File: config.mk
export PLATFORM = sky130hd
export DESIGN_NAME = cms_sequencer
export DESIGN_NICKNAME = d
export VERILOG_FILES = /design/src/cms_pkg.sv /design/src/cms_edge_det.sv /design/src/cms_sequencer.sv
export SDC_FILE = /design/constraint.sdc
export NUM_CORES = 1
export LEC_CHECK = 0
export BUFFER_PORTS_ARGS = -buffer_cell sky130_fd_sc_hd__clkbuf_2
export CORE_MARGIN = 2
export CORE_UTILIZATION = 59
export DETAILED_ROUTE_END_ITERATION = 12
export PLACE_DENSITY = 0.86
export SLEW_MARGIN = 40
export SYNTH_ARGS = -nofsm -noshare
export SYNTH_HDL_FRONTEND = slang
export SYNTH_SLANG_ARGS = --single-unit
File: constraint.sdc
create_clock -name ref_clk -period 6.9 [get_ports ref_clk]
set_input_delay 0.69 -clock ref_clk [delete_from_list [all_inputs] [get_ports ref_clk]]
set_output_delay 0.69 -clock ref_clk [all_outputs]
set_load 0.05 [all_outputs]
File: src/cms_pkg.sv
package cms_pkg;

   ////////////////////////////////////////////////////////////////////////////////
   // widths
   localparam int             CNT_W_DEF      = 16;
   localparam int             DEC_W          = 8;

   ////////////////////////////////////////////////////////////////////////////////
   // register byte offsets
   localparam logic [7:0]     OFS_MODE       = 8'h00;
   localparam logic [7:0]     OFS_POL        = 8'h04;
   localparam logic [7:0]     OFS_LOAD       = 8'h08;
   localparam logic [7:0]     OFS_HOLD       = 8'h0C;
   localparam logic [7:0]     OFS_CMD        = 8'h10;
   localparam logic [7:0]     OFS_STATUS     = 8'h14;
   localparam logic [7:0]     OFS_COUNT      = 8'h18;

   ////////////////////////////////////////////////////////////////////////////////
   // field positions
   localparam int             GATE_MSB       = 15;
   localparam int             GATE_LSB       = 13;
   localparam int             SPECIAL_BIT    = 7;
   localparam int             RELOAD_BIT     = 6;
   localparam int             REPEAT_BIT     = 5;
   localparam int             MODE_W         = 16;
   localparam int             POL_SRC_BIT    = 0;
   localparam int             POL_GATE_BIT   = 1;
   localparam int             CMD_ARM_BIT    = 0;
   localparam int             CMD_DISARM_BIT = 1;
   localparam int             CMD_LOAD_BIT   = 2;
   localparam int             ST_ARMED_BIT   = 0;
   localparam int             ST_TC_BIT      = 1;
   localparam int             ST_RUN_BIT     = 2;
   localparam int             ST_SECOND_BIT  = 3;
   localparam int             ST_RSVD_BIT    = 4;
   localparam int             ST_IDX_LSB     = 8;
   localparam int             GATE_LEVEL_BIT = 2;

   ////////////////////////////////////////////////////////////////////////////////
   // reset values
   localparam logic [15:0]    MODE_RST       = 16'h0000;
   localparam logic [1:0]     POL_RST        = 2'h3;
   localparam logic [15:0]    LOAD_RST       = 16'h0000;
   localparam logic [15:0]    HOLD_RST       = 16'h0000;
   localparam logic [15:0]    COUNT_RST      = 16'h0000;

   ////////////////////////////////////////////////////////////////////////////////
   // gate field and mode letters (A = 0 ... X = 23)
   localparam logic [2:0]     GATE_NONE      = 3'h0;
   localparam logic [4:0]     IDX_M          = 5'h0C;
   localparam logic [4:0]     IDX_P          = 5'h0F;
   localparam logic [4:0]     IDX_T          = 5'h13;
   localparam logic [4:0]     IDX_U          = 5'h14;
   localparam logic [4:0]     IDX_W          = 5'h16;

   typedef enum logic [1:0] {GK_NONE, GK_LEVEL, GK_EDGE} cms_gate_kind_t;
   typedef enum logic [1:0] {SQ_IDLE, SQ_WAIT, SQ_RUN}   cms_seq_state_t;

endpackage

File: src/cms_edge_det.sv
`timescale 1ns/1ns
module cms_edge_det (
   input  wire logic clk,        // ref clock
   input  wire logic rst,        // sync reset, high
   input  wire logic ce,         // clock enable
   input  wire logic level,      // sampled input
   input  wire logic activeHigh, // 1: rising is active
   output logic      edgePulse   // active-going edge seen
);

   logic prev;
   logic primed;
   logic next_prev;
   logic next_primed;

   ////////////////////////////////////////////////////////////////////////////////
   always_comb begin
      next_prev   = prev;
      next_primed = primed;
      if (ce) begin
         next_prev   = level;
         next_primed = 1'b1;
      end
   end

   always_ff @(posedge clk) begin
      if (rst) begin
         prev   <= 1'b0;
         primed <= 1'b0;
      end else begin
         prev   <= next_prev;
         primed <= next_primed;
      end
   end

   // only the move toward the active level counts
   assign edgePulse = ce & primed & (level != prev) & (level == activeHigh);

endmodule

File: src/cms_sequencer.sv
// Added by the designer: the register offsets and the AHB-Lite slave port.
`timescale 1ns/1ns
// Overview of operation
// - Mode letter comes from gate field plus special, reload and repetition bits.
// - Repetition zero disarms after terminal count; one keeps counting.
// - Gate field zero: gate never qualifies counting; source edges count while armed, except in reserved letters M and P.
// - Level gating: count source edges only while gate is active.
// - Edge gating single-cycle, except capture modes: start on gate edge, stop at next terminal count.
// - Double-cycle modes reach terminal count twice, then disarm when repetition is zero.
// - Alternating modes reload from hold and load in turn.
// - Gate-selected modes reload from load when gate low, hold when high.
// - Capture modes: gate edge copies counter to hold, then reloads from load.
// - Only transitions toward the active polarity are edges.
// - Terminal count takes the next source edge unless a capture gate edge comes in the same cycle; stops follow it.
// - Mode A counts after arming, reloads from load and disarms on the source edge after terminal count.
// - Reload source bit picks load-only versus hold-involving reload modes.
module cms_sequencer #(
   parameter int CNT_W = cms_pkg::CNT_W_DEF // counter width, at most 32
) (
   input  wire logic              ref_clk,   // clock, 250 MHz
   input  wire logic              rst,       // sync reset, high
   input  wire logic              ce,        // clock enable
   input  wire logic              hsel,      // slave select
   input  wire logic [31:0]       haddr,     // byte address
   input  wire logic [1:0]        htrans,    // transfer type
   input  wire logic              hwrite,    // write not read
   input  wire logic [2:0]        hsize,     // transfer size
   input  wire logic [31:0]       hwdata,    // write data
   input  wire logic              hready,    // bus ready
   output logic                   hreadyout, // slave ready
   output logic                   hresp,     // always okay
   output logic [31:0]            hrdata,    // read data
   input  wire logic              srcIn,     // count source
   input  wire logic              gateIn,    // gate input
   output logic                   tcOut,     // terminal count state
   output logic                   armedOut,  // counter armed
   output logic [CNT_W-1:0]       countOut   // counter value
);
   import cms_pkg::*;

   ////////////////////////////////////////////////////////////////////////////////
   // decoding helpers
   function automatic logic regHit(input logic [DEC_W-1:0] a, input logic [7:0] ofs);
      regHit = (a[DEC_W-1:2] == ofs[DEC_W-1:2]);
   endfunction

   function automatic cms_gate_kind_t gateKind(input logic [2:0] g);
      if (g == GATE_NONE)
         gateKind = GK_NONE;
      else if (g[GATE_LEVEL_BIT])
         gateKind = GK_LEVEL;
      else
         gateKind = GK_EDGE;
   endfunction

   function automatic logic [4:0] modeIndex(input logic [MODE_W-1:0] m);
      logic [4:0] k;
      k = 5'h00;
      case (gateKind(m[GATE_MSB:GATE_LSB]))
         GK_LEVEL: k = 5'h01;
         GK_EDGE:  k = 5'h02;
         default:  k = 5'h00;
      endcase
      modeIndex = 5'({2'b00, m[SPECIAL_BIT], m[RELOAD_BIT], m[REPEAT_BIT]} * 3) + k;
   endfunction

   ////////////////////////////////////////////////////////////////////////////////
   // state
   // bus data-phase bookkeeping
   logic [DEC_W-1:0]   regAddr;
   logic               wrPend;
   logic               rdPend;
   logic [DEC_W-1:0]   next_regAddr;
   logic               next_wrPend;
   logic               next_rdPend;
   logic [31:0]        next_hrdata;
   logic [31:0]        rdMux;

   // sequencer state and programmed registers
   cms_seq_state_t     st;
   cms_seq_state_t     next_st;
   logic [MODE_W-1:0]  mode;
   logic [1:0]         pol;
   logic [CNT_W-1:0]   loadReg;
   logic [CNT_W-1:0]   holdReg;
   logic [CNT_W-1:0]   counter;
   logic               tc;
   logic               secondHalf;
   logic [MODE_W-1:0]  next_mode;
   logic [1:0]         next_pol;
   logic [CNT_W-1:0]   next_load;
   logic [CNT_W-1:0]   next_hold;
   logic [CNT_W-1:0]   next_counter;
   logic               next_tc;
   logic               next_second;

   // decoded controls and per-cycle qualifiers
   logic               srcEdge;
   logic               gateEdge;
   logic               wrEn;
   logic               cmdWr;
   cms_gate_kind_t     kind;
   logic [4:0]         modeIdx;
   logic               reservedMode;
   logic               captureMode;
   logic               gateSelMode;
   logic               altMode;
   logic               repeatOn;
   logic               edgeTrig;
   logic               gateActive;
   logic               enabled;
   logic               countOk;
   logic [CNT_W-1:0]   reloadVal;
   logic               finish;
   logic [CNT_W-1:0]   decVal;

   ////////////////////////////////////////////////////////////////////////////////
   // input edge detection
   cms_edge_det u_src (
      .clk        (ref_clk),
      .rst        (rst),
      .ce         (ce),
      .level      (srcIn),
      .activeHigh (pol[POL_SRC_BIT]),
      .edgePulse  (srcEdge)
   );

   cms_edge_det u_gate (
      .clk        (ref_clk),
      .rst        (rst),
      .ce         (ce),
      .level      (gateIn),
      .activeHigh (pol[POL_GATE_BIT]),
      .edgePulse  (gateEdge)
   );

   ////////////////////////////////////////////////////////////////////////////////
   // bus slave: writes land in the data phase, reads take one wait state
   assign hreadyout = ce & ~rdPend;
   assign hresp     = 1'b0;
   assign wrEn      = ce & wrPend;
   assign cmdWr     = wrEn & regHit(regAddr, OFS_CMD);

   always_comb begin
      rdMux = 32'h00000000;
      if (regHit(regAddr, OFS_MODE))
         rdMux = 32'(mode);
      else if (regHit(regAddr, OFS_POL))
         rdMux = 32'(pol);
      else if (regHit(regAddr, OFS_LOAD))
         rdMux = 32'(loadReg);
      else if (regHit(regAddr, OFS_HOLD))
         rdMux = 32'(holdReg);
      else if (regHit(regAddr, OFS_STATUS)) begin
         rdMux[ST_ARMED_BIT]                = (st != SQ_IDLE);
         rdMux[ST_TC_BIT]                   = tc;
         rdMux[ST_RUN_BIT]                  = (st == SQ_RUN);
         rdMux[ST_SECOND_BIT]               = secondHalf;
         rdMux[ST_RSVD_BIT]                 = reservedMode;
         rdMux[ST_IDX_LSB+4:ST_IDX_LSB]     = modeIdx;
      end else if (regHit(regAddr, OFS_COUNT))
         rdMux = 32'(counter);
   end

   always_comb begin
      next_regAddr = regAddr;
      next_wrPend  = wrPend;
      next_rdPend  = rdPend;
      next_hrdata  = hrdata;
      if (ce) begin
         next_wrPend = 1'b0;
         next_rdPend = 1'b0;
         if (rdPend)
            next_hrdata = rdMux;
         if (hsel && htrans[1] && hready) begin
            next_regAddr = haddr[DEC_W-1:0];
            next_wrPend  = hwrite;
            next_rdPend  = ~hwrite;
         end
      end
   end

   always_ff @(posedge ref_clk) begin
      if (rst) begin
         regAddr <= '0;
         wrPend  <= 1'b0;
         rdPend  <= 1'b0;
         hrdata  <= 32'h00000000;
      end else begin
         regAddr <= next_regAddr;
         wrPend  <= next_wrPend;
         rdPend  <= next_rdPend;
         hrdata  <= next_hrdata;
      end
   end

   ////////////////////////////////////////////////////////////////////////////////
   // mode decode
   assign kind         = gateKind(mode[GATE_MSB:GATE_LSB]);
   assign modeIdx      = modeIndex(mode);
   assign reservedMode = (modeIdx == IDX_M) | (modeIdx == IDX_P) | (modeIdx == IDX_T)
                       | (modeIdx == IDX_U) | (modeIdx == IDX_W);
   assign captureMode  = mode[SPECIAL_BIT] & ~mode[RELOAD_BIT];
   assign gateSelMode  = mode[SPECIAL_BIT] & mode[RELOAD_BIT];
   assign altMode      = ~mode[SPECIAL_BIT] & mode[RELOAD_BIT];
   assign repeatOn     = mode[REPEAT_BIT];
   assign edgeTrig     = (kind == GK_EDGE) & ~captureMode;
   assign gateActive   = (gateIn == pol[POL_GATE_BIT]);
   assign enabled      = (st == SQ_RUN) | ((st == SQ_WAIT) & ~edgeTrig);
   assign countOk      = enabled & ~reservedMode
                       & ((kind != GK_LEVEL) | gateActive);
   assign decVal       = counter - CNT_W'(1);

   ////////////////////////////////////////////////////////////////////////////////
   // sequencing
   always_comb begin
      next_st      = st;
      next_mode    = mode;
      next_pol     = pol;
      next_load    = loadReg;
      next_hold    = holdReg;
      next_counter = counter;
      next_tc      = tc;
      next_second  = secondHalf;
      reloadVal    = loadReg;
      finish       = 1'b1;
      if (altMode) begin
         reloadVal = secondHalf ? loadReg : holdReg;
         finish    = secondHalf;
      end else if (gateSelMode) begin
         reloadVal = gateIn ? holdReg : loadReg;
      end
      if (ce) begin
         if (wrEn && regHit(regAddr, OFS_MODE))
            next_mode = hwdata[MODE_W-1:0];
         if (wrEn && regHit(regAddr, OFS_POL))
            next_pol = hwdata[1:0];
         if (wrEn && regHit(regAddr, OFS_LOAD))
            next_load = hwdata[CNT_W-1:0];
         if (wrEn && regHit(regAddr, OFS_HOLD))
            next_hold = hwdata[CNT_W-1:0];
         if (st == SQ_WAIT && edgeTrig && gateEdge)
            next_st = SQ_RUN;
         if (captureMode && gateEdge && st != SQ_IDLE && !reservedMode) begin
            next_hold    = counter;
            next_counter = loadReg;
            next_tc      = 1'b0;
         end else if (srcEdge && tc) begin
            // leaving terminal count: counted unless a capture gate edge wins, stop only afterwards
            next_counter = reloadVal;
            next_tc      = 1'b0;
            if (altMode)
               next_second = ~secondHalf;
            if (finish && !repeatOn)
               next_st = SQ_IDLE;
            else if (finish && edgeTrig && st != SQ_IDLE)
               next_st = SQ_WAIT;
         end else if (srcEdge && countOk) begin
            next_counter = decVal;
            next_tc      = (decVal == '0);
         end
         // commands come last so load and arm override counting
         if (cmdWr && hwdata[CMD_LOAD_BIT]) begin
            next_counter = loadReg;
            next_tc      = 1'b0;
         end
         if (cmdWr && hwdata[CMD_DISARM_BIT])
            next_st = SQ_IDLE;
         if (cmdWr && hwdata[CMD_ARM_BIT] && next_st == SQ_IDLE)
            next_st = SQ_WAIT;
      end
   end

   always_ff @(posedge ref_clk) begin
      if (rst) begin
         st         <= SQ_IDLE;
         mode       <= MODE_RST;
         pol        <= POL_RST;
         loadReg    <= CNT_W'(LOAD_RST);
         holdReg    <= CNT_W'(HOLD_RST);
         counter    <= CNT_W'(COUNT_RST);
         tc         <= 1'b0;
         secondHalf <= 1'b0;
      end else begin
         st         <= next_st;
         mode       <= next_mode;
         pol        <= next_pol;
         loadReg    <= next_load;
         holdReg    <= next_hold;
         counter    <= next_counter;
         tc         <= next_tc;
         secondHalf <= next_second;
      end
   end

   // outputs straight from registers and state
   assign tcOut    = tc;
   assign armedOut = (st != SQ_IDLE);
   assign countOut = counter;

endmodule

# [Word-level counts from Yosys, hierarchy flattened]
# Cells that the tools add are included.
[word_totals] reg_bits=115 in_bits=77
[classes] n_addsub=2 n_mux=37 n_eq_ne=20 n_reduce_logical=37 n_bitwise=30 mul=1
[op_table] cell="$mux W16" count=11
[op_table] cell="$mux W32" count=4
[op_table] cell="$logic_and A1 B1 Y1" count=20
[op_table] cell="$mux W2" count=10
[op_table] cell="$mux W19" count=1
[op_table] cell="$eq A6 B3 Y1 const B" count=3
[op_table] cell="$logic_not A16 Y1" count=1
[op_table] cell="$sub A16 B1 Y16 const B" count=1
[op_table] cell="$and A1 B1 Y1" count=15
[op_table] cell="$eq A5 B5 Y1 const B" count=3
[op_table] cell="$reduce_and A2 Y1" count=7
[op_table] cell="$eq A6 B2 Y1 const B" count=2
[op_table] cell="$eq A5 B4 Y1 const B" count=2
[op_table] cell="$mux W5" count=2
[op_table] cell="$not A1 Y1" count=9
[op_table] cell="$mux W1" count=7
[op_table] cell="$eq A6 B1 Y1 const B" count=1
[op_table] cell="$logic_not A6 Y1" count=1
[op_table] cell="$or A1 B1 Y1" count=6
[op_table] cell="$add A5 B5 Y5" count=1
[op_table] cell="$mul A3 B2 Y5 const B" count=1
[op_table] cell="$eq A2 B1 Y1 const B" count=2
[op_table] cell="$eq A2 B2 Y1 const B" count=2
[op_table] cell="$pmux W2 S2" count=1
[op_table] cell="10 further kinds" count=14

# [Depth between registers and ports, before layout]
[depth] word_depth=18 depth_mapped=14

# [By module]
# A second synthesis with hierarchy kept.
[hier_totals] hier_cells=729 area_unflattened_um2=5586.6
[modules_own_cells] mod="cms_sequencer" seq_area_each_um2=1881.8 area_per_inst_um2=5413.9 cells_each=709 instances=1
[modules_own_cells] mod="cms_edge_det" seq_area_each_um2=40.0 area_per_inst_um2=86.3 cells_each=10 instances=2

# [Least setup slack after synthesis]
# No wires, ideal clock.
[synth_timing] path_type="register to register" startpoint="reg mode[13]" endpoint="reg st[0]" required_ps=6809 stages_incl_launch_ff=12 slack_ps=3611 path_buffers=0 setup_time_ps=91 t_arrival_ps=3198 period_less_slack_ps=3289 path_cell_list="dfxtp_1 nor2_1 nor2_1 fa_1 ha_1 inv_1 fa_1 or3_1 mux2_2 a2111oi_2 o311ai_0 a311oi_1"
[synth_via] elab_chain_cells=18
[synth_lines] element="from (decl)" line_no="cms_sequencer.sv:82" source="logic [MODE_W-1:0] mode;"
[synth_lines] element="from (signal assigned)" line_no="cms_sequencer.sv:286" source="mode <= next_mode;"
[synth_lines] element="$logic_not A3 Y1 *" line_no="cms_sequencer.sv:48" source="if (g == GATE_NONE)"
[synth_lines] element="$mux W2 *" line_no="cms_sequencer.sv:48"
[synth_lines] element="$eq A2 B2 Y1 or $eq A2 B1 Y1 (tied branches)" line_no="cms_sequencer.sv:59, cms_sequencer.sv:207"
[synth_lines] element="$pmux W2 S2" line_no="cms_sequencer.sv:59" source="case (gateKind(m[GATE_MSB:GATE_LSB]))"
[synth_lines] element="$add A5 B5 Y5" line_no="cms_sequencer.sv:64" source="modeIndex = 5'({2'b00, m[SPECIAL_BIT], m[RELOAD_BIT], m[REPEAT_BIT]} * 3) + k;"
[synth_lines] element="$eq A5 B4 Y1" line_no="cms_sequencer.sv:201" source="assign reservedMode = (modeIdx == IDX_M) | (modeIdx == IDX_P) | (modeIdx == IDX_T)"
[synth_lines] element="$or A1 B1 Y1 (2 in a row)" line_no="cms_sequencer.sv:201"
[synth_lines] element="$or A1 B1 Y1 (2 in a row)" line_no="cms_sequencer.sv:202" source="| (modeIdx == IDX_U) | (modeIdx == IDX_W);"
[synth_lines] element="$logic_not A1 Y1" line_no="cms_sequencer.sv:244" source="if (captureMode && gateEdge && st != SQ_IDLE && !reservedMode) begin"
[synth_lines] element="$logic_and A1 B1 Y1" line_no="cms_sequencer.sv:244"
[synth_lines] element="$mux W2 *" line_no="cms_sequencer.sv:244"
[synth_lines] element="$mux W2 *" line_no="cms_sequencer.sv:267" source="if (cmdWr && hwdata[CMD_DISARM_BIT])"
[synth_lines] element="$mux W2 *" line_no="cms_sequencer.sv:233" source="if (ce) begin"
[synth_lines] element="$logic_not A2 Y1" line_no="cms_sequencer.sv:269" source="if (cmdWr && hwdata[CMD_ARM_BIT] && next_st == SQ_IDLE)"
[synth_lines] element="$logic_and A1 B1 Y1" line_no="cms_sequencer.sv:269"
[synth_lines] element="$mux W2 *" line_no="cms_sequencer.sv:269"
[synth_lines] element="to (signal assigned)" line_no="cms_sequencer.sv:285" source="st <= next_st;"
[synth_lines] element="to (decl)" line_no="cms_sequencer.sv:80" source="cms_seq_state_t st;"
# Every way passes the cells marked *; elsewhere a longest branch is shown, timed or not. The select of a mux whose other input is x is not followed.
# A chain may end at the register's enable or synchronous reset.

# [Worst setup path after layout]
[layout_timing] startpoint="reg mode[14]" endpoint="reg holdReg[12]"
[layout_via] elab_chain_cells=14
[layout_lines] element="$logic_not A3 Y1 *" line_no="cms_sequencer.sv:48"
[layout_lines] element="$mux W2 *" line_no="cms_sequencer.sv:48"
[layout_lines] element="$eq A2 B2 Y1 or $eq A2 B1 Y1 (tied branches)" line_no="cms_sequencer.sv:59"
[layout_lines] element="$pmux W2 S2 *" line_no="cms_sequencer.sv:59"
[layout_lines] element="$add A5 B5 Y5 *" line_no="cms_sequencer.sv:64"
[layout_lines] element="$eq A5 B4 Y1" line_no="cms_sequencer.sv:201"
[layout_lines] element="$or A1 B1 Y1 (2 in a row)" line_no="cms_sequencer.sv:201"
[layout_lines] element="$or A1 B1 Y1" line_no="cms_sequencer.sv:202"
[layout_lines] element="$or A1 B1 Y1 *" line_no="cms_sequencer.sv:202"
[layout_lines] element="$logic_not A1 Y1 *" line_no="cms_sequencer.sv:244"
[layout_lines] element="$logic_and A1 B1 Y1 *" line_no="cms_sequencer.sv:244"
[layout_lines] element="$reduce_bool A2 Y1 (no source line)"
[layout_lines] element="$reduce_and A2 Y1 (no source line)"
[layout_lines] element="to (signal assigned)" line_no="cms_sequencer.sv:280" source="holdReg <= CNT_W'(HOLD_RST);"
[layout_lines] element="to (signal assigned)" line_no="cms_sequencer.sv:289" source="holdReg <= next_hold;"
[layout_lines] element="to (decl)" line_no="cms_sequencer.sv:85" source="logic [CNT_W-1:0] holdReg;"
# Every way passes the cells marked *; elsewhere a longest branch is shown, timed or not.

==> impl_metrics.yaml <==
run_status:
  status: "completed"
sta:
  final.setup_skew_ps: 12.0
  drv_slew: 0
  timing.fmax_mhz: 231
  final_critical_path_setup_slack_ps: 2570
  unrepaired_setup_endpoints_after_global_routing: "no"
  min_period_over_period_pct: 62.8
  worst-slew-pin-transition_ps: 868
  hold_viol_final: 0
  layout_min_cycle_time_ps: 4330
  setup_violations: 0
  timing.setup.tns_ps: 0
  relSlewSlack_pct: 42.1
synthesis:
  synth.avg_cell_area_um2: 7.84
  synth_top_family_by_area: "simple AND/OR/NAND/NOR gates"
  yosysTopAreaCell: "dfxtp_1"
  synth_top_flop_cell: "dfxtp_1"
  async_flop_share_pct: 0
  post_synth_main_area_contributors: "dfxtp_1 (34%), nand2_1 (7.5%), nor2_1 (5.5%)"
  synthXorXnorAreaFrac_pct: 2.47
  synth.lib_cells_used.distinct: 73
  synth_compound_gate_area_share_pct: 24.4
  synth_simple_gate_area_share_pct: 24.7
  synth_mux_area_share_pct: 3.41
  mappedNetlistArea_um2: 5680
  postSynthRegisterBits: 97
  post_synth_fa_ha_maj_area_fraction_pct: 2.69
  synth.yosys.seq_area_share_pct: 34.2
  synthesis.yosys.warnings: 0
  count_of_flip_flops_with_a_built_in_enable_after_synthesis: 0
  syn-instance-count: 725
  post-synth-top-area-fraction_pct: 34.2
floorplanning:
  core_region_area_um2: 9280
  die-area_um2: 10400
  start_util_pct: 61.2
  die_h_um: 102
  die_width_um: 102
  fp-row-count: 35
  ios: 129
global_route:
  globalRouteOverflowTotal: 0
  first_global_vias: 5313
  total_routing_usage_gr_pct: 34.1
  grt_max_degree: 100
  number_of_antenna_violations_at_the_first_check_in_global_routing: 0
  grt_pass1_wl_mm: 27.7
drt:
  drt-wirelength-per-cell_um: 19.8
  route.antenna.remaining_nets: 0
  routed-via-count: 5906
  route.detailed.drc: 0
  drt_iter0_drc: 931
  routed_via_density: 6.67
  totalWireLength_mm: 17.5
  dr.pass1.iters: 6
pwr:
  p_leak_nw: 2.16
  irDropWorstVdd_uv: 129
  powerDensity_nw_per_um2: 176
  fin_total_pwr_mw: 1.08
cells_and_area:
  share_of_post_route_cells_with_drive_strength_above_1_pct: 14.9
  seqCellArea_um2: 1940
  fill_cells: 810
  layout_area_growth_over_synthesis_pct: 8.01
  insertedDiodeCount: 0
  design.final.nets: 839
  multi_input_comb_area_um2: 3360
worst_setup_path:
  timing.critical_path.required_ps: 7120
  cp_max_fo: 17
  critPathKind: "reg -> reg"
  cp-end-kind: "flip-flop"
  type_of_element_launching_the_critical_path: "flip-flop"
  cp_data_arrival_time_ps: 4550
clock_tree:
  cts.sinks: 97
  h-tree-depth: 3
  clkSlewWorstSetupHoldPaths_ps: 100
  worst_case_clock_buffer_depth: 2
  worstSkewPairLatency_ps: 370
  cts_tree: "done"
  cts_made_buffers: 9
  resized_gates_after_cts: 0
  post_cts.repair.setup_buffers: 0
  cts-hold-fix-buffers: 0
  clock_tree.root_cell: "clkbuf_8"
placement:
  io_buffers: 65
  dp_worst_setup_slack_ps: 2470
  place_hpwl_mm: 11.7
  globalplace.congestion: 0.983
worst_hold_path:
  worstHoldPathType: "reg -> reg"
job:
  cap_viol_max_count: 0
==> final cells by class <==
cell class / count / share of cell area [%]
clock inverters: 5 / 0.999
inverters: 18 / 1.10
repair buffers: 75 / 6.58
multi-input cells: 550 / 54.7
clock buffers: 11 / 2.30
well taps: 129 / 2.63
flip-flops and latches: 97 / 31.6
==> worst paths after layout <==
path	start	end	slack [ps]	cells past startpoint
setup / recovery	mode[14]	holdReg[12]	2570	12
hold reg to reg	mode[2]	mode[2]	460	2
hold / removal	mode[2]	mode[2]	460	2
setup reg to reg	mode[14]	holdReg[12]	2570	12
==> cell families (layout without fill, tap and decap cells) <==
kind of cell	count (synthesis)	after routing
AND/OR/NAND/NOR	301	301
other	1	17
buffers and inverters	94	109
multiplexers	18	18
flip-flops	97	97
XOR/XNOR	16	16
adder cells (fa/ha/maj)	11	11
AO/OA/AOI/OAI	187	187
==> worst max-delay path, stage by stage, from the launching register on <==
cell      delay (ps)
dfxtp_1          350
nor2_1           200
nor2_1            80
fa_1             510
ha_1             170
inv_1             60
fa_1             490
and3_1           170
o21ai_1          260
mux2_2           500
nand2_1          550
a21oi_4          640
a311oi_1         200
==> routing by layer <==
| metal | GRT usage (%) | vias to the layer above | routed length (um) |
|---|---|---|---|
| li1 | - | 2663 | - |
| met1 | 47.4 | 2687 | 6920 |
| met2 | 51.9 | 486 | 7740 |
| met3 | 8.07 | 70 | 2370 |
| met4 | 12.3 | 0 | 501 |
| met5 | 0 | - | 0 |
==> cells in the mapped netlist, drive strengths merged, types with 5 or more instances <==
master,number
nand2,114
xnor2,6
a211oi,9
nor4,6
nand4,5
a21oi,63
nor2,83
and3,6
inv,18
buf,35
a221o,8
o211ai,8
a311oi,34
a222oi,6
dfxtp,97
clkbuf,41
o21ai,12
mux2i,17
nand3,25
a22oi,8
nor3,27
ha,9
xor2,10
or2,5
a221oi,10
==> layout by cell type, fill, tap and decap left out, types with 16 or more instances in the layout <==
cell type  Yosys  routed
nand2_1      114     114
dfxtp_1       97      97
conb_1         1      17
clkbuf_2       0      64
nor3_1        26      26
a21oi_1       61      61
a311oi_1      33      33
nor2_1        83      83
inv_1         18      18
mux2i_1       16      16
nand3_1       25      25
==> metrics by stage <==
| stage | utilization [%] | std cells | hold slack, ps | area [um^2] |
|---|---|---|---|---|
| floorplan | - | 741 | 433 | 5740 |
| global placement | 63.7 | 869 | 438 | 5920 |
| detailed placement | 63.8 | 869 | 446 | 5920 |
| CTS | 66.0 | 885 | 459 | 6120 |
| global route | 66.1 | 885 | 491 | 6140 |
| finish | 66.1 | 885 | 460 | 6140 |
==> report_power, final <==
part	switching, mW	internal (mW)
registers	0.00711	0.564
clock network	0.210	0.181
logic	0.0858	0.0329
==> registers in the layout, indices dropped and copies added (netlist names) <==
name / count
secondHalf: 1
wrPend: 1
loadReg: 16
countOut: 16
regAddr: 6
rdPend: 1
hrdata: 16
tcOut: 1
u_gate.prev: 1
mode: 16
u_src.prev: 1
pol: 2
u_src.primed: 1
holdReg: 16
st: 2
(Power assumes the default switching activity.)
